<file path="config.mk">
export PLATFORM = sky130hd
export DESIGN_NAME = cbcs_exec
export DESIGN_NICKNAME = d
export VERILOG_FILES = /design/src/include/cbcs_pkg.sv /design/src/rtl/cbcs_exec.sv /design/src/rtl/cbcs_wait.sv
export SDC_FILE = /design/constraint.sdc
export NUM_CORES = 1
export LEC_CHECK = 0
export BUFFER_PORTS_ARGS = -buffer_cell sky130_fd_sc_hd__buf_2
export CELL_PAD_IN_SITES_DETAIL_PLACEMENT = 1
export CELL_PAD_IN_SITES_GLOBAL_PLACEMENT = 2
export CORE_ASPECT_RATIO = 0.9
export CORE_UTILIZATION = 30
export DETAILED_ROUTE_END_ITERATION = 10
export MAX_ROUTING_LAYER = met4
export PLACE_DENSITY = 0.9
export SLEW_MARGIN = 20
export SYNTH_ARGS = -nofsm -noshare
export SYNTH_HDL_FRONTEND = slang
export SYNTH_SLANG_ARGS = --single-unit
</file>
<file path="constraint.sdc">
create_clock -name clk_sys -period 2.7 [get_ports clk_sys]
set_input_delay 0.405 -clock clk_sys [delete_from_list [all_inputs] [get_ports clk_sys]]
set_output_delay 0.405 -clock clk_sys [all_outputs]
set_load 0.02 [all_outputs]
</file>
<file path="src/include/cbcs_pkg.sv">
// package for the block-copy and condition-code execution unit
// assumes a single clock domain and a synchronous on-chip memory port
package cbcs_pkg;

    // ****************************************************************
    // timing, store length and flag reset value
    // ****************************************************************
    localparam int unsigned BASE_STATES     = 8;
    localparam int unsigned PER_BYTE_STATES = 4;
    localparam int unsigned STC_D24_BYTES   = 10;
    localparam logic [7:0]  CCR_RESET       = 8'h80;

    // ****************************************************************
    // operations
    // ****************************************************************
    typedef enum logic [3:0] {
        CBCS_OP_NOP      = 4'h0,
        CBCS_OP_COPY_B   = 4'h1,
        CBCS_OP_COPY_W   = 4'h2,
        CBCS_OP_LDC      = 4'h3,
        CBCS_OP_AND_CONDITION_CODES     = 4'h4,
        CBCS_OP_ORC      = 4'h5,
        CBCS_OP_XOR_CONDITION_CODES     = 4'h6,
        CBCS_OP_STC      = 4'h7,
        CBCS_OP_STC_D24  = 4'h8
    } cbcs_op_t;

    typedef struct packed {
        cbcs_op_t    op;
        logic [7:0]  imm;
        logic [15:0] count;
        logic [23:0] src;
        logic [23:0] dst;
        logic [3:0]  length;
    } cbcs_cmd_t;

    typedef struct packed {
        logic        rd;
        logic        wr;
        logic [23:0] addr;
        logic [7:0]  wdata;
    } cbcs_mem_t;

    // states, gray from IDLE through SETUP, READ and WRITE to DONE
    typedef enum logic [2:0] {
        CBCS_IDLE  = 3'b000,
        CBCS_SETUP = 3'b001,
        CBCS_READ  = 3'b011,
        CBCS_WRITE = 3'b010,
        CBCS_DONE  = 3'b110
    } cbcs_state_t;
endpackage

</file>
<file path="src/rtl/cbcs_exec.sv">
// executes block copies and condition-code instructions
// assumes on-chip memory answers a read with rdata in the same cycle as rd
`timescale 1ns/1ns

// Overview of operation
// - byte count: copy byte, bump pointers, decrement
// - byte count stops at zero; zero skips
// - word count: copy byte, bump pointers, decrement
// - word count stops at zero; zero skips
// - eight states plus four per byte
// - timings assume single-cycle on-chip memory
// - store to 24-bit displacement: ten bytes, flags kept
module cbcs_exec (
    // clock and reset
    input  wire logic                clk_sys,
    input  wire logic                srst,
    input  wire logic                ce,
    // command
    input  wire logic                cmd_valid,
    output logic                     cmd_ready,
    input  wire cbcs_pkg::cbcs_cmd_t cmd,
    // memory
    output cbcs_pkg::cbcs_mem_t      mem,
    input  wire logic [7:0]          mem_rdata,
    // results
    output logic                     done,
    output logic                     bad_length,
    output logic [7:0]               condition_code_register,
    output logic [15:0]              count_out,
    output logic [23:0]              src_out,
    output logic [23:0]              dst_out
);
    // ****************************************************************
    // state
    // ****************************************************************
    cbcs_pkg::cbcs_state_t state_r, state_nxt;
    cbcs_pkg::cbcs_op_t    op_r, op_nxt;
    cbcs_pkg::cbcs_mem_t   mem_r, mem_nxt;
    logic [7:0]            ccr_r, ccr_nxt;
    logic [15:0]           cnt_r, cnt_nxt;
    logic [23:0]           src_r, src_nxt;
    logic [23:0]           dst_r, dst_nxt;
    logic                  done_r, done_nxt;
    logic                  bad_r, bad_nxt;
    logic                  wait_load;
    logic [3:0]            wait_cycles;
    logic                  wait_expired;
    logic                  zero_cnt;

    cbcs_wait #(.WIDTH(4)) u_wait (
        .clk_sys (clk_sys),
        .srst    (srst),
        .ce      (ce),
        .load    (wait_load),
        .cycles  (wait_cycles),
        .expired (wait_expired)
    );

    // byte form only looks at the low count byte
    assign zero_cnt = (op_r == cbcs_pkg::CBCS_OP_COPY_B) ? (cnt_r[7:0] == 8'h00)
                                                         : (cnt_r == 16'h0000);

    // ****************************************************************
    // next state
    // ****************************************************************
    always_comb
    begin
        state_nxt   = state_r;
        op_nxt      = op_r;
        mem_nxt     = '0;
        ccr_nxt     = ccr_r;
        cnt_nxt     = cnt_r;
        src_nxt     = src_r;
        dst_nxt     = dst_r;
        done_nxt    = 1'b0;
        bad_nxt     = bad_r;
        wait_load   = 1'b0;
        wait_cycles = 4'h0;
        case (state_r)
            cbcs_pkg::CBCS_IDLE:
            begin
                if (cmd_valid)
                begin
                    op_nxt  = cmd.op;
                    cnt_nxt = cmd.count;
                    src_nxt = cmd.src;
                    dst_nxt = cmd.dst;
                    bad_nxt = 1'b0;
                    case (cmd.op)
                        cbcs_pkg::CBCS_OP_COPY_B, cbcs_pkg::CBCS_OP_COPY_W:
                        begin
                            // fixed overhead, minus the cycle spent here and in done
                            wait_load   = 1'b1;
                            wait_cycles = 4'(cbcs_pkg::BASE_STATES - 2);
                            state_nxt   = cbcs_pkg::CBCS_SETUP;
                        end
                        cbcs_pkg::CBCS_OP_LDC:
                        begin
                            ccr_nxt   = cmd.imm;
                            done_nxt  = 1'b1;
                        end
                        cbcs_pkg::CBCS_OP_AND_CONDITION_CODES:
                        begin
                            ccr_nxt  = ccr_r & cmd.imm;
                            done_nxt = 1'b1;
                        end
                        cbcs_pkg::CBCS_OP_ORC:
                        begin
                            ccr_nxt  = ccr_r | cmd.imm;
                            done_nxt = 1'b1;
                        end
                        cbcs_pkg::CBCS_OP_XOR_CONDITION_CODES:
                        begin
                            ccr_nxt  = ccr_r ^ cmd.imm;
                            done_nxt = 1'b1;
                        end
                        cbcs_pkg::CBCS_OP_STC, cbcs_pkg::CBCS_OP_STC_D24:
                        begin
                            // flags untouched; the whole flag byte goes out
                            mem_nxt.wr    = 1'b1;
                            mem_nxt.addr  = cmd.dst;
                            mem_nxt.wdata = ccr_r;
                            // the long-displacement form is only legal at ten bytes
                            if (cmd.op == cbcs_pkg::CBCS_OP_STC_D24)
                                bad_nxt = (cmd.length != 4'(cbcs_pkg::STC_D24_BYTES));
                            done_nxt = 1'b1;
                        end
                        default:
                        begin
                            done_nxt = 1'b1;
                        end
                    endcase
                end
            end
            cbcs_pkg::CBCS_SETUP:
            begin
                if (wait_expired)
                begin
                    if (zero_cnt)
                        state_nxt = cbcs_pkg::CBCS_DONE;
                    else
                    begin
                        mem_nxt.rd   = 1'b1;
                        mem_nxt.addr = src_r;
                        state_nxt    = cbcs_pkg::CBCS_READ;
                    end
                end
            end
            cbcs_pkg::CBCS_READ:
            begin
                // data arrives this cycle from single-cycle memory
                mem_nxt.wr    = 1'b1;
                mem_nxt.addr  = dst_r;
                mem_nxt.wdata = mem_rdata;
                src_nxt       = src_r + 24'h000001;
                dst_nxt       = dst_r + 24'h000001;
                if (op_r == cbcs_pkg::CBCS_OP_COPY_B)
                    cnt_nxt = {cnt_r[15:8], cnt_r[7:0] - 8'h01};
                else
                    cnt_nxt = cnt_r - 16'h0001;
                // this read state is the first of the four per byte
                wait_load   = 1'b1;
                wait_cycles = 4'(cbcs_pkg::PER_BYTE_STATES - 1);
                state_nxt   = cbcs_pkg::CBCS_WRITE;
            end
            cbcs_pkg::CBCS_WRITE:
            begin
                if (wait_expired)
                begin
                    if (zero_cnt)
                        state_nxt = cbcs_pkg::CBCS_DONE;
                    else
                    begin
                        mem_nxt.rd   = 1'b1;
                        mem_nxt.addr = src_r;
                        state_nxt    = cbcs_pkg::CBCS_READ;
                    end
                end
            end
            cbcs_pkg::CBCS_DONE:
            begin
                done_nxt  = 1'b1;
                state_nxt = cbcs_pkg::CBCS_IDLE;
            end
            default:
            begin
                state_nxt = cbcs_pkg::CBCS_IDLE;
            end
        endcase
    end

    // ****************************************************************
    // registers
    // ****************************************************************
    always_ff @(posedge clk_sys)
    begin
        if (srst)
        begin
            state_r <= cbcs_pkg::CBCS_IDLE;
            op_r    <= cbcs_pkg::CBCS_OP_NOP;
            mem_r   <= '0;
            ccr_r   <= cbcs_pkg::CCR_RESET;
            cnt_r   <= 16'h0000;
            src_r   <= 24'h000000;
            dst_r   <= 24'h000000;
            done_r  <= 1'b0;
            bad_r   <= 1'b0;
        end
        else if (ce)
        begin
            state_r <= state_nxt;
            op_r    <= op_nxt;
            mem_r   <= mem_nxt;
            ccr_r   <= ccr_nxt;
            cnt_r   <= cnt_nxt;
            src_r   <= src_nxt;
            dst_r   <= dst_nxt;
            done_r  <= done_nxt;
            bad_r   <= bad_nxt;
        end
    end

    assign cmd_ready  = (state_r == cbcs_pkg::CBCS_IDLE);
    assign mem        = mem_r;
    assign done       = done_r;
    assign bad_length = bad_r;
    assign condition_code_register        = ccr_r;
    assign count_out  = cnt_r;
    assign src_out    = src_r;
    assign dst_out    = dst_r;
endmodule

</file>
<file path="src/rtl/cbcs_wait.sv">
// down-counter that pads a phase to a fixed number of states
// assumes load is a same-clock strobe
`timescale 1ns/1ns
module cbcs_wait #(
    parameter int unsigned WIDTH = 4
) (
    // clock
    input  wire logic             clk_sys,
    input  wire logic             srst,
    input  wire logic             ce,
    // control
    input  wire logic             load,
    input  wire logic [WIDTH-1:0] cycles,
    output logic                  expired
);
    logic [WIDTH-1:0] cnt_r;
    logic [WIDTH-1:0] cnt_nxt;

    always_comb
    begin
        cnt_nxt = cnt_r;
        if (load)
            cnt_nxt = cycles;
        else if (cnt_r != '0)
            cnt_nxt = cnt_r - WIDTH'(1);
    end

    always_ff @(posedge clk_sys)
    begin
        if (srst)
            cnt_r <= '0;
        else if (ce)
            cnt_r <= cnt_nxt;
    end

    assign expired = (cnt_r <= WIDTH'(1)) && !load;
endmodule

</file>
# [Word level (Yosys, flattened, before mapping)]
# Index checks and enable logic that the tools add are counted.
[word_totals] reg_bits=119 latchBits=0 ramBits=0 mem_bits_ro=0 input_bits=92 output_inout_bits=109 word_cells=96 mem_count=0
[op_classes] addsub=5 mul=0 div_mod_pow=0 magnitude_cmp=1 n_eq_ne=18 shift=0 n_mux=37 n_bitwise=3 n_reduce_logical=18
[op_table] operator="24-bit 2-to-1 mux" n=4
[op_table] operator="24-bit one-hot mux with 2 select lines" n=2
[op_table] operator="24-bit one-hot mux with 3 select lines" n=1
[op_table] operator="33-bit 2-to-1 mux" n=2
[op_table] operator="24-bit by 1-bit adder with 24-bit output (second input constant)" n=2
[op_table] operator="16-bit 2-to-1 mux" n=2
[op_table] operator="16-bit one-hot mux with 2 select lines" n=1
[op_table] operator="8-bit one-hot mux with 4 select lines" n=1
[op_table] operator="3-bit 2-to-1 mux" n=6
[op_table] operator="4-bit by 3-bit equality test with 1-bit output (second input constant)" n=4
[op_table] operator="16-bit logical NOT" n=1
[op_table] operator="8-bit one-hot mux with 2 select lines" n=1
[op_table] operator="16-bit by 1-bit subtractor with 16-bit output (second input constant)" n=1
[op_table] operator="4-bit AND reduction" n=3
[op_table] operator="1-bit 2-to-1 mux" n=10
[op_table] operator="3-bit one-hot mux with 3 select lines" n=1
[op_table] operator="8-bit bitwise AND" n=1
[op_table] operator="4-bit by 1-bit equality test with 1-bit output (second input constant)" n=2
[op_table] operator="4-bit by 2-bit equality test with 1-bit output (second input constant)" n=2
[op_table] operator="8-bit logical NOT" n=1
[op_table] operator="4-bit 2-to-1 mux" n=2
[op_table] operator="8-bit OR" n=1
[op_table] operator="4-bit nonzero test" n=2
[op_table] operator="8-bit by 1-bit subtractor with 8-bit output (second input constant)" n=1
[op_table] operator="other kinds (19)" n=28

# [Logic depth before layout (Yosys ltp)]
[depth] ltp_word=9 ltp_mapped=9 depth_no_buf=7

# [Hierarchy]
# A second synthesis with hierarchy kept.
[hier_totals] hier_cells=919 area_unflattened_um2=7140.6
[modules_own_cells] mod="cbcs_exec" n_inst=1 cells_per_inst=884 area_each_um2=6847.8 seq_area_each_um2=2302.2
[modules_own_cells] mod="cbcs_wait" n_inst=1 cells_per_inst=35 area_each_um2=292.8 seq_area_each_um2=80.1

# [Least setup slack after synthesis]
# OpenSTA, ideal clock, no wires.
[synth_timing] path_kind="register to register" from="register cnt_r[11] (netlist: count_out[11])" to="register mem_r (netlist bit mem[25])" setup_ns=0.122 arrival_ns=1.953 required_ns=2.578 slack_ns=0.625 stages_incl_launch_ff=7 n_path_buf=1 period_less_slack_ns=2.075 cell_sequence="dfxtp_1 > or4_4 > o31a_1 > nor2_4 > nor3b_2 > buf_6 > a221o_1"
[synth_via] elab_chain_len=5
[synth_rtl] element="from (decl)" line="cbcs_exec.sv:40" source="logic [15:0] cnt_r, cnt_nxt;"
[synth_rtl] element="from (signal assigned)" line="cbcs_exec.sv:215" source="cnt_r <= cnt_nxt;"
[synth_rtl] element="16-bit logical NOT" line="cbcs_exec.sv:61" source=": (cnt_r == 16'h0000);"
[synth_rtl] element="1-bit 2-to-1 mux" line="cbcs_exec.sv:60" source="assign zero_cnt = (op_r == cbcs_pkg::CBCS_OP_COPY_B) ? (cnt_r[7:0] == 8'h00)"
[synth_rtl] element="24-bit 2-to-1 mux" line="cbcs_exec.sv:139, cbcs_exec.sv:170"
[synth_rtl] element="24-bit 2-to-1 mux" line="cbcs_exec.sv:137" source="if (wait_expired)"
[synth_rtl] element="24-bit one-hot mux with 3 select lines" line="cbcs_exec.sv:79" source="case (state_r)"
[synth_rtl] element="to (signal assigned)" line="cbcs_exec.sv:213" source="mem_r <= mem_nxt;"
[synth_rtl] element="to (decl)" line="cbcs_exec.sv:38" source="cbcs_pkg::cbcs_mem_t mem_r, mem_nxt;"
# No other way between the ends.
# A chain may end at the register's enable or synchronous reset.

# [Final worst setup path]
[layout_timing] from="register dst_r[0] (netlist: dst_out[0])" to="register dst_r[20] (netlist: dst_out[20])"
[layout_via] elab_chain_len=2
[layout_rtl] element="from (decl)" line="cbcs_exec.sv:42" source="logic [23:0] dst_r, dst_nxt;"
[layout_rtl] element="from (signal assigned)" line="cbcs_exec.sv:217" source="dst_r <= dst_nxt;"
[layout_rtl] element="24-bit by 1-bit adder with 24-bit output" line="cbcs_exec.sv:156" source="dst_nxt = dst_r + 24'h000001;"
[layout_rtl] element="24-bit one-hot mux with 2 select lines" line="cbcs_exec.sv:79"
# No other way between the ends.

==> results.rst <==
.. list-table::
   :header-rows: 1

   * - Metric
     - Value
   * - Number of hold-slack violations in the final timing report
     - 0
   * - Maxcap violations
     - 0
   * - Clock network fraction of design power
     - 37.1%
   * - Number of buffer and inverter stages on the critical path
     - 0
   * - Number of buffers inserted for hold repair after clock tree synthesis
     - 0
   * - Number of placement rows
     - 53
   * - Die Ht
     - 148 µm
   * - TritonCTS clock tree
     - built
   * - Slowest stage delay, CP
     - 0.63 ns
   * - Starting Density
     - 30.6%
   * - Switching power as a share of total power
     - 35.2%
   * - Pins over their slew limit
     - 0
   * - Shortest clock period the worst path allows after layout
     - 2.32 ns
   * - Cell taking the most area after synthesis
     - dfxtp_1
   * - Number of nets in the synthesized netlist
     - 996
   * - Antenna violations before repair
     - 7
   * - Number of different library cells in the post-synthesis netlist
     - 82
   * - Endpoints failing setup
     - 0
   * - Setup skew after layout
     - 0.00580 ns
   * - Number of port buffers
     - 200
   * - Async set or reset register ratio after synthesis
     - 0%
   * - Pwr dens
     - 707 nW/µm²
   * - Clock Pin Slew Worst Setup and Hold Paths
     - 0.06 ns
   * - Crit-path max FO
     - 7
   * - Number of sinks on the clock net
     - 119
   * - Final standard cell utilization of the core
     - 38.8%
   * - Number of standard cells after synthesis
     - 881
   * - Sequential area share after synthesis
     - 33.5%
   * - Final ANT Viol Nets
     - 0
   * - Cell area after technology mapping
     - 7110 µm²
   * - Portion of total power attributed to combinational logic
     - 27.6%
   * - Number of clock buffers inserted by TritonCTS
     - 17
   * - Number of global-route vias before repair
     - 7634
   * - Most numerous cell in the Yosys netlist
     - dfxtp_1
   * - Area growth syn-to-layout
     - 27.1%
   * - Result of the run
     - finished, final reports clean
   * - Nature of the critical path startpoint
     - register
   * - Critical-path cell list
     - ha_1 -> nand4_1 -> or4_1 -> o31ai_1 -> a21oi_1 -> a211oi_1
   * - Required time at the worst-slack endpoint
     - 3.03 ns
   * - Slew at the pin closest to its max-slew limit
     - 0.660 ns
   * - DRC violation total after the first TritonRoute iteration
     - 423
   * - Largest voltage drop on the vdd net
     - 0.392 mV
   * - CP delay by family, top
     - simple AND/OR/NAND/NOR gates
   * - Total routed wirelength
     - 27800 µm
   * - Post-route fraction of the period consumed by the critical path
     - 86.1%
   * - Highest Clock Rate
     - 430 MHz
   * - IO Pins
     - 201
   * - CTS root buffer
     - clkbuf_16
   * - HPWL reported at the end of detailed placement
     - 19900 µm
   * - Setup repair after global routing missed its margin
     - false
   * - Kind of path behind the tightest hold check
     - input pin to register
   * - Worst skew pair latency
     - 0.42 ns
   * - Fraction of synthesized cell area taken by the top area cell type
     - 33.5%
   * - Drc violations
     - 0
   * - Last weighted congestion value of the routability-driven placer
     - 0.826
   * - Average wire length per cell after detail routing
     - 20.2 µm
   * - Main synth FF type
     - dfxtp_1
   * - Worst max-slew margin expressed relative to the limit
     - 55.9%
   * - Yosys synthesis warning count
     - 0
   * - Worst setup EP type
     - register
   * - Switching component of the power
     - 2250 µW
   * - Setup total negative slack
     - 0 ns
   * - Number of vias per cell after detailed routing
     - 5.70
   * - EDFF count, synth
     - 0
   * - Total Routing Usage GR
     - 23.7%
   * - Maximum buffer depth of the clock tree
     - 2
   * - Largest net degree at the start of global routing
     - 85
   * - Number of cells upsized or downsized after cts
     - 0
   * - Slowest CP cell
     - or4_1
   * - Synth top cells by count
     - dfxtp_1, nand2_1, a21oi_1
   * - Arrival time of the worst setup path
     - 2.66 ns
   * - Seq pwr share
     - 35.3%
   * - Width of the die
     - 164 µm
   * - Die Area
     - 24300 µm²
   * - Register bit count reported by yosys
     - 119
   * - Share of cells above drive strength 1
     - 27.9%
   * - CP Class
     - register to register
   * - H-tree lvl count
     - 4
   * - LEAKAGE
     - 0.00372 µW
   * - Reg-to-reg slack, setup
     - 0.38 ns
   * - Layout Nets
     - 1172
   * - Global-route wire length before repair
     - 43300 µm
   * - Mean area per synthesized cell
     - 8.07 µm²
   * - Internal portion of total power
     - 4140 µW
   * - Routed vias
     - 7854
   * - Leading post-synthesis cells by cell area
     - dfxtp_1, a21oi_1, nand2_1
   * - Post-CTS setup repair buffer count
     - 0
   * - Overflow left after global routing
     - 0
   * - Core Footprint
     - 23300 µm²
   * - TritonRoute pass-1 iters
     - 5
metal layers:
metal | GRT usage [%] | part of all wire, % | up-vias
li1 | - | - | 3713
met5 | - | 0 | -
met2 | 34.2 | 44 | 251
met4 | 6.76 | 1.3 | 0
met3 | 5.55 | 7.6 | 25
met1 | 32.6 | 47 | 3865
power by group through the flow:
| stage | clock network (µW) | registers [µW] | logic (µW) |
|---|---|---|---|
| after global placement | 0 | 2270 | 1730 |
| after global routing | 2500 | 2290 | 1930 |
| after detailed placement | 0 | 2280 | 1760 |
| after floorplan | 0 | 2370 | 1020 |
| after CTS | 2410 | 2250 | 1770 |
| final | 2370 | 2250 | 1770 |
sequential cells by signal (all words and copies together) (netlist names):
signal                   cells
count_out                   16
condition_code_register      8
mem                         34
state_r                      3
done                         1
bad_length                   1
u_wait.cnt_r                 4
src_out                     24
op_r                         4
dst_out                     24
per-stage QoR:
stage / cell area (µm²) / setup slack (ns) / hold WS (ns) / cells / total power [µW]
finish: 9040 / 0.375 / 0.224 / 1378 / 6390
global route: 9040 / 0.187 / 0.220 / 1378 / 6720
CTS: 9020 / 0.419 / 0.211 / 1371 / 6430
detailed placement: 8410 / 0.458 / 0.449 / 1340 / 4040
global placement: 8400 / 0.241 / 0.439 / 1339 / 4000
floorplan: 7110 / 0.625 / 0.431 / 881 / 3390
cell families (layout without fill, tap and decap cells):
family | after synthesis | after routing | share of synthesized area (%)
AOI/OAI and AO/OA | 320 | 320 | 31.2
and+or+nand+nor | 313 | 313 | 23.5
DFF | 119 | 119 | 33.5
buffers and inverters | 98 | 286 | 6.67
adders and majority gates | 23 | 23 | 4.05
xor gates and xnor gates | 4 | 4 | 0.493
muxes | 4 | 4 | 0.581
other | 0 | 7 | 0
final cells by class:
class / instances / area (µm²)
Inverter: 27 / 115
Fill cell: 2813 / 14200
Clock inverter: 9 / 123
Timing Repair Buffer: 228 / 1270
Clock buffer: 22 / 484
Tap cell: 302 / 378
Antenna cell: 7 / 17.5
Multi-Input combinational cell: 664 / 4270
Sequential cell: 119 / 2380
cells in the final DEF, fill, tap and decap left out, types with 7 or more instances in the layout:
master and count:
nor4_1 8, a22o_2 16, clkbuf_16 17, inv_1 26, o21ai_0 16, buf_4 23
a221o_1 23, nand3_1 31, a32o_1 12, o22ai_1 22, nor2_1 58, o31ai_1 11
and4_1 7, nor3_1 25, a211oi_1 27, a21oi_1 76, ha_1 23, buf_2 200
a22oi_1 14, nand4_1 13, and3_1 7, dfxtp_1 119, nor2b_1 10, o21ai_1 43
diode_2 7, nand2_1 99
path summary, 6_finish.rpt:
check,start,end,cells past startpoint
worst max register to register,dst_out[0],dst_out[20],6
worst max-delay path,dst_out[0],dst_out[20],6
worst min-delay path,cmd[7],mem[11],2
worst min register to register,mem[1],mem[1],2
No activity file was read; power rests on OpenSTA's default activity.
